<file path="src/rtl/cmp_irq_pkg.sv">
package cmp_irq_pkg;
  localparam int NUM_CH = 4;
  localparam int ADDR_W = 4;
  localparam logic [ADDR_W-1:0] ADDR_STATUS = 4'h0;
  localparam logic [ADDR_W-1:0] ADDR_CONTROL = 4'h4;
  localparam logic [7:0] CONTROL_RESET = 8'h00;
  localparam logic [3:0] FLAGS_RESET = 4'h0;
  localparam int CTRL_ENABLE_BIT = 0;
  localparam int CTRL_IRQ_EN_LSB = 1;
  localparam int CTRL_EDGE_LSB = 5;
  localparam int STAT_OUT_LSB = 0;
  localparam int STAT_FLAG_LSB = 4;
  localparam int IRQ_HIGH_BIT = 2;
  localparam logic [1:0] RESP_OKAY = 2'b00;
  localparam logic [1:0] RESP_SLVERR = 2'b10;
endpackage

</file>
<file path="src/rtl/comparator_irq_control.sv">
// Overview of operation
// - comparators powered only while enable bit set
// - one interrupt output combines all channels
// - control bits 4..1 gate channel interrupts
// - control bit 7 picks edge, channels 2,3
// - bits 6,5 pick edge, channels 1,0
// - status 3..0 read live comparator outputs
// - status 7..4 sticky flags, cleared by read
// - irq always goes to high-priority bit 2
// - all control and status bits reset to zero
`timescale 1ns/1ns
`default_nettype none
module comparator_irq_control
  import cmp_irq_pkg::*;
(
  // clock and reset
  input wire logic clock,
  input wire logic rst,
  // axi4-lite write
  input wire logic [cmp_irq_pkg::ADDR_W-1:0] s_axi_awaddr,
  input wire logic s_axi_awvalid,
  output logic s_axi_awready,
  input wire logic [31:0] s_axi_wdata,
  input wire logic [3:0] s_axi_wstrb,
  input wire logic s_axi_wvalid,
  output logic s_axi_wready,
  output logic [1:0] s_axi_bresp,
  output logic s_axi_bvalid,
  input wire logic s_axi_bready,
  // axi4-lite read
  input wire logic [cmp_irq_pkg::ADDR_W-1:0] s_axi_araddr,
  input wire logic s_axi_arvalid,
  output logic s_axi_arready,
  output logic [31:0] s_axi_rdata,
  output logic [1:0] s_axi_rresp,
  output logic s_axi_rvalid,
  input wire logic s_axi_rready,
  // analog comparators
  input wire logic [cmp_irq_pkg::NUM_CH-1:0] comparator_out,
  output logic comparator_power_en,
  // interrupt manager
  output logic irq_request,
  output logic [7:0] high_priority_irq_vector
);
  import cmp_irq_pkg::*;

  typedef struct packed {
    logic [7:0] control;
    logic [NUM_CH-1:0] sync1;
    logic [NUM_CH-1:0] sync2;
    logic [NUM_CH-1:0] live;
    logic [NUM_CH-1:0] flags;
    logic aw_got;
    logic [ADDR_W-1:0] aw_addr;
    logic w_got;
    logic [31:0] w_data;
    logic [3:0] w_strb;
    logic bvalid;
    logic [1:0] bresp;
    logic rvalid;
    logic [31:0] rdata;
    logic [1:0] rresp;
  } state_s;

  state_s s_q, s_d;

  function automatic logic [NUM_CH-1:0] edge_select(input logic [7:0] ctrl);
    edge_select = {ctrl[CTRL_EDGE_LSB+2], ctrl[CTRL_EDGE_LSB+2], ctrl[CTRL_EDGE_LSB+1], ctrl[CTRL_EDGE_LSB]};
  endfunction

  // only the two documented offsets decode; anything else answers with an error
  function automatic logic reg_mapped(input logic [ADDR_W-1:0] a);
    reg_mapped = (a == ADDR_STATUS) || (a == ADDR_CONTROL);
  endfunction

  logic [NUM_CH-1:0] rise, fall, hit, irq_en;
  logic status_read;

  assign irq_en = s_q.control[CTRL_IRQ_EN_LSB +: NUM_CH];
  assign rise = s_q.sync2 & ~s_q.live;
  assign fall = ~s_q.sync2 & s_q.live;
  // rising when select bit is 1, else falling
  assign hit = ((rise & edge_select(s_q.control)) | (fall & ~edge_select(s_q.control)))
             & irq_en & {NUM_CH{s_q.control[CTRL_ENABLE_BIT]}};
  assign status_read = s_axi_arvalid && !s_q.rvalid && s_axi_araddr == ADDR_STATUS;

  always_comb begin
    s_d = s_q;
    // second stage only reads first; the analog outputs are asynchronous
    s_d.sync1 = comparator_out;
    s_d.sync2 = s_q.sync1;
    // off comparators read as zero so no edge is seen while disabled
    s_d.live = s_q.control[CTRL_ENABLE_BIT] ? s_q.sync2 : '0;
    if (!s_q.control[CTRL_ENABLE_BIT]) begin
      s_d.live = '0;
    end
    // set wins over the clear of a read in the same cycle
    s_d.flags = (status_read ? '0 : s_q.flags) | hit;
    // write channels
    if (s_axi_awvalid && !s_q.aw_got) begin
      s_d.aw_got = 1'b1;
      s_d.aw_addr = s_axi_awaddr;
    end
    if (s_axi_wvalid && !s_q.w_got) begin
      s_d.w_got = 1'b1;
      s_d.w_data = s_axi_wdata;
      s_d.w_strb = s_axi_wstrb;
    end
    if (s_q.aw_got && s_q.w_got && !s_q.bvalid) begin
      s_d.aw_got = 1'b0;
      s_d.w_got = 1'b0;
      s_d.bvalid = 1'b1;
      s_d.bresp = RESP_OKAY;
      if (s_q.aw_addr == ADDR_CONTROL) begin
        if (s_q.w_strb[0]) begin
          s_d.control = s_q.w_data[7:0];
        end
      end else if (!reg_mapped(s_q.aw_addr)) begin
        s_d.bresp = RESP_SLVERR;
      end
    end
    if (s_q.bvalid && s_axi_bready) begin
      s_d.bvalid = 1'b0;
    end
    // read channel
    if (s_axi_arvalid && !s_q.rvalid) begin
      s_d.rvalid = 1'b1;
      s_d.rresp = RESP_OKAY;
      s_d.rdata = '0;
      unique case (s_axi_araddr)
        ADDR_STATUS: begin
          s_d.rdata[STAT_OUT_LSB +: NUM_CH] = s_q.live;
          s_d.rdata[STAT_FLAG_LSB +: NUM_CH] = s_q.flags;
        end
        ADDR_CONTROL: s_d.rdata[7:0] = s_q.control;
        default: s_d.rresp = RESP_SLVERR;
      endcase
    end
    if (s_q.rvalid && s_axi_rready) begin
      s_d.rvalid = 1'b0;
    end
  end

  always_ff @(posedge clock or posedge rst) begin
    if (rst) begin
      s_q <= '0;
      s_q.control <= CONTROL_RESET;
      s_q.flags <= FLAGS_RESET;
    end else begin
      s_q <= s_d;
    end
  end

  assign s_axi_awready = !s_q.aw_got;
  assign s_axi_wready = !s_q.w_got;
  assign s_axi_bvalid = s_q.bvalid;
  assign s_axi_bresp = s_q.bresp;
  assign s_axi_arready = !s_q.rvalid;
  assign s_axi_rvalid = s_q.rvalid;
  assign s_axi_rdata = s_q.rdata;
  assign s_axi_rresp = s_q.rresp;
  assign comparator_power_en = s_q.control[CTRL_ENABLE_BIT];
  assign irq_request = |s_q.flags;
  // level request held until software reads the status register
  always_comb begin
    high_priority_irq_vector = 8'h00;
    high_priority_irq_vector[IRQ_HIGH_BIT] = |s_q.flags;
  end

  chk_power_follows_enable: assert property (
    @(posedge clock) disable iff (rst)
    comparator_power_en == s_q.control[0])
    else $error("power enable wrong");

  chk_irq_combines_flags: assert property (
    @(posedge clock) disable iff (rst)
    irq_request == (s_q.flags != 4'h0))
    else $error("irq not flag or");

  chk_disabled_no_flag: assert property (
    @(posedge clock) disable iff (rst)
    (!s_q.control[1] && !(status_read == 1'b0 && s_q.flags[0])) |=> !(s_q.flags[0] && !$past(s_q.flags[0])))
    else $error("disabled channel 0 flagged");

  chk_flag_needs_hit: assert property (
    @(posedge clock) disable iff (rst)
    1'b1 |=> (s_q.flags & ~$past(s_q.flags) & ~$past(hit)) == 4'h0)
    else $error("flag set without event");

  chk_rise_ch3_sets: assert property (
    @(posedge clock) disable iff (rst)
    (s_q.control[7] && s_q.control[4] && s_q.control[0] && s_q.sync2[3] && !s_q.live[3]) |=> s_q.flags[3])
    else $error("rise on ch3 lost");

  chk_rise_ch2_sets: assert property (
    @(posedge clock) disable iff (rst)
    (s_q.control[7] && s_q.control[3] && s_q.control[0] && s_q.sync2[2] && !s_q.live[2]) |=> s_q.flags[2])
    else $error("rise on ch2 lost");

  chk_wrong_edge_ch3: assert property (
    @(posedge clock) disable iff (rst)
    (s_q.control[7] && fall[3]) |-> !hit[3])
    else $error("fall on ch3 taken");

  chk_wrong_edge_ch2: assert property (
    @(posedge clock) disable iff (rst)
    (!s_q.control[7] && rise[2]) |-> !hit[2])
    else $error("rise on ch2 taken");

  chk_fall_ch0_sets: assert property (
    @(posedge clock) disable iff (rst)
    (!s_q.control[5] && s_q.control[1] && s_q.control[0] && !s_q.sync2[0] && s_q.live[0]) |=> s_q.flags[0])
    else $error("fall on ch0 lost");

  chk_fall_ch1_sets: assert property (
    @(posedge clock) disable iff (rst)
    (!s_q.control[6] && s_q.control[2] && s_q.control[0] && !s_q.sync2[1] && s_q.live[1]) |=> s_q.flags[1])
    else $error("fall on ch1 lost");

  chk_wrong_edge_ch1: assert property (
    @(posedge clock) disable iff (rst)
    (!s_q.control[6] && rise[1]) |-> !hit[1])
    else $error("rise on ch1 taken");

  chk_wrong_edge_ch0: assert property (
    @(posedge clock) disable iff (rst)
    (s_q.control[5] && fall[0]) |-> !hit[0])
    else $error("fall on ch0 taken");

  chk_disabled_no_hit: assert property (
    @(posedge clock) disable iff (rst)
    !s_q.control[0] |-> hit == 4'h0)
    else $error("event while disabled");

  chk_disabled_live_zero: assert property (
    @(posedge clock) disable iff (rst)
    !s_q.control[0] |=> s_q.live == 4'h0)
    else $error("live not zero while off");

  chk_read_live_bits: assert property (
    @(posedge clock) disable iff (rst)
    (s_axi_arvalid && s_axi_arready && s_axi_araddr == 4'h0) |=> s_axi_rdata[3:0] == $past(s_q.live))
    else $error("live bits wrong");

  chk_read_flag_bits: assert property (
    @(posedge clock) disable iff (rst)
    (s_axi_arvalid && s_axi_arready && s_axi_araddr == ADDR_STATUS)
    |=> s_axi_rdata[7:4] == $past(s_q.flags) && s_axi_rdata[31:8] == 24'h0)
    else $error("flag bits wrong");

  chk_read_clears_flags: assert property (
    @(posedge clock) disable iff (rst)
    (status_read && hit == 4'h0) |=> s_q.flags == 4'h0)
    else $error("read did not clear");

  chk_set_wins: assert property (
    @(posedge clock) disable iff (rst)
    (status_read && hit != 4'h0) |=> s_q.flags == $past(hit))
    else $error("set lost to clear");

  chk_flags_sticky: assert property (
    @(posedge clock) disable iff (rst)
    !status_read |=> (s_q.flags & $past(s_q.flags)) == $past(s_q.flags))
    else $error("flag lost without read");

  chk_irq_vector_bit: assert property (
    @(posedge clock) disable iff (rst)
    high_priority_irq_vector == {5'h0, irq_request, 2'h0})
    else $error("irq vector wrong");

  chk_edge_two_stage: assert property (
    @(posedge clock) disable iff (rst)
    s_q.control[0] ##1 s_q.control[0] |-> s_q.live == $past(s_q.sync2))
    else $error("live not sync");

  chk_sync_chain: assert property (
    @(posedge clock) disable iff (rst)
    1'b1 |=> s_q.sync2 == $past(s_q.sync1))
    else $error("sync stage skipped");

  chk_reset_zero: assert property (
    @(posedge clock)
    $fell(rst) |-> s_q.control == 8'h00 && s_q.flags == 4'h0)
    else $error("reset not zero");

  chk_ctrl_write_lands: assert property (
    @(posedge clock) disable iff (rst)
    (s_q.aw_got && s_q.w_got && !s_q.bvalid && s_q.aw_addr == ADDR_CONTROL && s_q.w_strb[0])
    |=> s_q.control == $past(s_q.w_data[7:0]))
    else $error("control write lost");

  chk_ctrl_stable: assert property (
    @(posedge clock) disable iff (rst)
    !(s_q.aw_got && s_q.w_got && !s_q.bvalid) |=> $stable(s_q.control))
    else $error("control changed unasked");

  chk_write_answer: assert property (
    @(posedge clock) disable iff (rst)
    (s_q.aw_got && s_q.w_got && !s_q.bvalid) |=> s_axi_bvalid)
    else $error("write not answered");

  chk_write_resp_code: assert property (
    @(posedge clock) disable iff (rst)
    (s_q.aw_got && s_q.w_got && !s_q.bvalid)
    |=> s_axi_bresp == (reg_mapped($past(s_q.aw_addr)) ? RESP_OKAY : RESP_SLVERR))
    else $error("write response wrong");

  chk_bvalid_holds: assert property (
    @(posedge clock) disable iff (rst)
    (s_axi_bvalid && !s_axi_bready) |=> s_axi_bvalid && $stable(s_axi_bresp))
    else $error("write response dropped");

  chk_read_answer: assert property (
    @(posedge clock) disable iff (rst)
    (s_axi_arvalid && s_axi_arready) |=> s_axi_rvalid)
    else $error("read not answered");

  chk_rvalid_holds: assert property (
    @(posedge clock) disable iff (rst)
    (s_axi_rvalid && !s_axi_rready) |=> s_axi_rvalid && $stable(s_axi_rdata) && $stable(s_axi_rresp))
    else $error("read data dropped");

  chk_unmapped_read_err: assert property (
    @(posedge clock) disable iff (rst)
    (s_axi_arvalid && s_axi_arready && !reg_mapped(s_axi_araddr))
    |=> s_axi_rresp == RESP_SLVERR && s_axi_rdata == 32'h0)
    else $error("unmapped read not refused");

  chk_ctrl_readback: assert property (
    @(posedge clock) disable iff (rst)
    (s_axi_arvalid && s_axi_arready && s_axi_araddr == ADDR_CONTROL)
    |=> s_axi_rdata == {24'h0, $past(s_q.control)} && s_axi_rresp == RESP_OKAY)
    else $error("control readback wrong");

  cov_irq_raised: cover property (
    @(posedge clock) disable iff (rst) $rose(irq_request));
  cov_read_clear: cover property (
    @(posedge clock) disable iff (rst) status_read && irq_request);
  cov_set_and_clear: cover property (
    @(posedge clock) disable iff (rst) status_read && hit != 4'h0);
  cov_fall_event: cover property (
    @(posedge clock) disable iff (rst) hit[0] && !s_q.control[5]);
  cov_read_refused: cover property (
    @(posedge clock) disable iff (rst) s_axi_rvalid && s_axi_rresp == RESP_SLVERR);
endmodule // comparator_irq_control
`default_nettype wire

</file>
<file path="config.mk">
export PLATFORM = sky130hd
export DESIGN_NAME = comparator_irq_control
export DESIGN_NICKNAME = d
export VERILOG_FILES = /design/src/rtl/cmp_irq_pkg.sv /design/src/rtl/comparator_irq_control.sv
export SDC_FILE = /design/constraint.sdc
export NUM_CORES = 1
export LEC_CHECK = 0
export ABC_AREA = 1
export BUFFER_PORTS_ARGS = -buffer_cell sky130_fd_sc_hd__buf_2
export CAP_MARGIN = 40
export CELL_PAD_IN_SITES_DETAIL_PLACEMENT = 0
export CELL_PAD_IN_SITES_GLOBAL_PLACEMENT = 1
export CORE_UTILIZATION = 30
export DETAILED_ROUTE_END_ITERATION = 6
export PLACE_DENSITY_LB_ADDON = 0.1
export SYNTH_ARGS = -nofsm -noshare
export SYNTH_HDL_FRONTEND = slang
export SYNTH_SLANG_ARGS = --single-unit
</file>
<file path="constraint.sdc">
create_clock -name clock -period 1.6 [get_ports clock]
set_input_delay 0.08 -clock clock [delete_from_list [all_inputs] [get_ports clock]]
set_output_delay 0.08 -clock clock [all_outputs]
set_load 0.01 [all_outputs]
</file>
Yosys cells after proc, flatten, opt, wreduce, memory -nomap -nowiden --
Cells that the tools add are included.
Operators by class: equal/unequal tests 2, multiplexer cells 14, bitwise gates (word level) 11, reduce and logical (&&, ||, !) cells 22
Operator list (count):
- two-way mux 37 bit | 1
- two-way mux 35 bit | 1
- AND 4 bit | 6
- case mux 8 bit (2 select lines) | 1
- inverter 4 bit | 3
- == test 4 x 3 -> 1 bit, second input constant | 2
- logical AND 1 bit | 8
- zero test 4 bit | 2
- two-way mux 4 bit | 2
- bitwise OR 4 bit | 2
- nonzero test 2 bit | 4
- two-way mux 2 bit | 3
- two-way mux 5 bit | 1
- zero test 1 bit | 4
- two-way mux 1 bit | 4
- OR reduction 4 bit | 1
- two-way mux 3 bit | 1
- AND reduction 3 bit | 1
- OR reduction 2 bit | 1
- logical OR 1 bit | 1
Word-level totals: register bits after elaboration 80, input bits 55, output and inout bits 51, word-level logic and storage cells 64

Logic depth before layout (Yosys ltp) --
depth after elaboration 7, depth in mapped cells 7, depth with buffers taken out 6

Worst setup path after synthesis --
Ideal clock, no wire load.
path kind register -> register, from reg s_q (netlist bit s_axi_bvalid), to reg s_q[103] (netlist bit), arrival time 0.972 ns, required time 1.483 ns, setup slack 0.512 ns, stages on the path, launching flop included 7, clock period less this slack 1.088 ns, cell sequence dfrtp_1 -> inv_1 -> nand3_2 -> nor2_4 -> nand2_4 -> nand2_1 -> nand2_1
Between the ends: longest elaborated chain between the ends 3
RTL lines:
- start, declared | RTL line comparator_irq_control.sv:65 | state_s s_q, s_d;
- zero test 1 bit | RTL line comparator_irq_control.sv:109 | if (s_q.aw_got && s_q.w_got && !s_q.bvalid) begin
- logical AND 1 bit | RTL line comparator_irq_control.sv:109
- AND reduction 3 bit (no source line)
Every way passes these cells. A chain may end at the register's enable or synchronous reset.

Worst setup path in the final report --
from reg s_q[78] (netlist bit), to reg s_q (netlist bit irq_en[1])
Between the ends: longest elaborated chain between the ends 2
RTL lines:
- == test 4 x 3 -> 1 bit | RTL line comparator_irq_control.sv:114 | if (s_q.aw_addr == ADDR_CONTROL) begin
- AND reduction 3 bit (no source line)
Every way passes these cells.

==> impl_metrics.json <==
{
  "crit_top_cell": "nand2_1",
  "peakVddDrop_uv": 578,
  "period_minus_slack_ps": 1240,
  "timing.fmax_mhz": 805,
  "finalSetupViolations": 0,
  "area_growth_pct": 17.4,
  "cts_tree": "yes",
  "wl_per_cell_um": 10.9,
  "hpwl_mm": 3.47,
  "clk-insertion-delay-late_ps": 310,
  "diodes": 0,
  "start_util": 0.315,
  "clock-sinks": 51,
  "n_fill_cell": 878,
  "rsz0062_at_grt": "no",
  "die_w_um": 92.7,
  "pwr-share-comb": 0.270,
  "skew_ps": 7.48,
  "power_frac_seq": 0.525,
  "synth_top_family_by_area": "simple AND/OR/NAND/NOR gates",
  "grt_max_degree": 33,
  "grt_pass1_vias": 1693,
  "cp_max_fo": 10,
  "drt-initial-drc-count": 49,
  "ctsHtreeMaxLevel": 2,
  "maxSlewViolCount": 0,
  "slowest_stage": "nor3_4",
  "synth-xor-area-share": 0,
  "grt_pass1_wl_mm": 8.25,
  "clk_path_buf_depth": 2,
  "place_area_mm2": 0.00263,
  "totalWireLength_mm": 4.82,
  "drt_pass1_iterations": 4,
  "synth_top_area_share": 0.517,
  "power_density_mw_per_mm2": 1300,
  "fin_tns_setup_ps": 0,
  "power_switching_mw": 1.40,
  "vias_per_cell": 4.00,
  "synth_edf_count": 0,
  "intPower_mw": 2.37,
  "synth_compound_area_frac": 0.0172,
  "end_kind": "flip-flop",
  "yosys.area_share.simple": 0.284,
  "clkPwrFrac": 0.204,
  "cp-start-kind": "flip-flop",
  "synth.avg_cell_area_um2": 8.75,
  "drive_gt1_frac": 0.197,
  "synth.area.top_cells": "dfrtp_1 52%, nand2_1 14%, buf_4 13%",
  "rows": 32,
  "die_h_um": 92.7,
  "required_ps": 1800,
  "synth_ff_type": "dfrtp_1",
  "drc": 0,
  "period_share": 0.777,
  "synth_warnings": 0,
  "yosys.area.top_type": "dfrtp_1",
  "vias": 1767,
  "status": "finished clean",
  "yosysMostFrequentCell": "nand2_1",
  "stdcell_area_mm2": 0.00290,
  "gp_congestion": 0.686,
  "final_hold_viol_count": 0,
  "dieArea_mm2": 0.00860,
  "switching_share": 0.371,
  "overflow": 0,
  "p_leak_nw": 1.61,
  "synthMuxAreaShare": 0,
  "async_flop_share": 1.00,
  "worstPathCellList": "nor3_4 > nand2_4 > nand2_1 > nand2_1",
  "portBuffers": 45,
  "synth_common_cells": "92 x nand2_1, 51 x dfrtp_1, 44 x buf_4",
  "maxCapViolations": 0,
  "cpPeakStageDelay_ps": 430,
  "min_path_type": "input pin to flip-flop",
  "track_usage": 0.122,
  "worstSetupPathType": "flip-flop to flip-flop",
  "yosysSeqAreaShare": 0.517,
  "ctsRootBufferMaster": "clkbuf_8",
  "cts-resized-gates": 0,
  "synthAdderAreaFrac": 0,
  "arrival_ps": 1440,
  "cts_buffers": 5,
  "antenna_found_initial": 0,
  "netlist_instances": 282,
  "syn_area_mm2": 0.00247,
  "synth-seq-cells": 51,
  "fin_nets": 394,
  "ys_types": 18,
  "ant_nets": 0,
  "cts.clk_slew.worst_paths_ps": 100,
  "core_area_mm2": 0.00785,
  "io_pins": 106
}
[stage by stage]
step            util  setup WS, ps  hold slack (ps)  total power [mW]  std cells
3_5_place_dp   0.335           348              138              3.03        416
3_3_place_gp   0.335           366              146              3.01        416
6_report       0.369           357             20.5              3.77        442
5_1_grt        0.369           208             14.5              4.11        442
2_1_floorplan      -           290              111              2.75        314
4_1_cts        0.369           333             4.12              3.85        442
[state kept, by name (all words and copies together), names as in the netlist]
name,count
s_d,4
s_axi_rvalid,1
s_q,30
s_axi_bresp,1
s_axi_bvalid,1
irq_en,4
s_axi_rdata,8
comparator_power_en,1
s_axi_rresp,1
[worst paths after layout]
kind / start / to / slack (ps) / cells after the start
max reg2reg: s_q[78] / irq_en[1] / 360 / 4
min reg2reg: s_d[91] / s_q[91] / 350 / 0
max: s_q[78] / irq_en[1] / 360 / 4
max in group asynchronous: rst / s_q[103] / 740 / 4
min: s_axi_wdata[3] / s_q[45] / 20 / 3
min in group asynchronous: rst / s_axi_rvalid / 330 / 3
[placed cells by master (no fill, tap or decap), drive strengths merged]
cell type    instances
nand3               33
buf                 48
o21ai                7
dlygate4sd3         18
clkbuf               5
inv                 26
o21bai               1
nor2                10
nor3                 1
clkinvlp             2
conb                33
nand2               94
nand4               11
dfrtp               51
[what timing repair did]
action,4_1_cts,5_1_grt
setup buffers,0,0
hold buffers,18,0
endpoints found under the hold margin,36,0
[kinds of logic (layout without fill, tap and decap cells)]
family	count (synthesis)	in the layout
flip-flops	51	51
AND/OR/NAND/NOR	149	149
other	1	33
AO/OA/AOI/OAI	8	8
buffers and inverters	73	99
[final cells by class]
type	instances	area (µm²)	area share
clock buffers	5	68.8	0.0237
clock inverters	3	23.8	0.00820
inverters	25	93.8	0.0324
multi-input cells	190	868	0.300
flip-flops and latches	51	1280	0.440
well taps	102	128	0.0440
repair buffers	66	440	0.152
[critical path, delay by kind of cell (launching register included)]
kind / cells / cell delay (ps)
and+or+nand+nor: 4 / 700
DFF: 1 / 420
[power groups by stage]
stage	combinational, mW	clock, mW	sequential, mW
after global placement	1.00	0	2.00
after CTS	1.04	0.819	1.99
final	1.02	0.770	1.98
after floorplan	0.842	0	1.91
after global routing	1.19	0.868	2.04
after detailed placement	1.01	0	2.02
[per-layer routing]
layer / share of wire / global-route usage / vias up
met5: 0 / 0 / -
met4: 0.016 / 0.0474 / 0
met3: 0.039 / 0.0255 / 6
met2: 0.45 / 0.198 / 43
met1: 0.50 / 0.159 / 792
li1: - / - / 926
(Power assumes the default switching activity.)
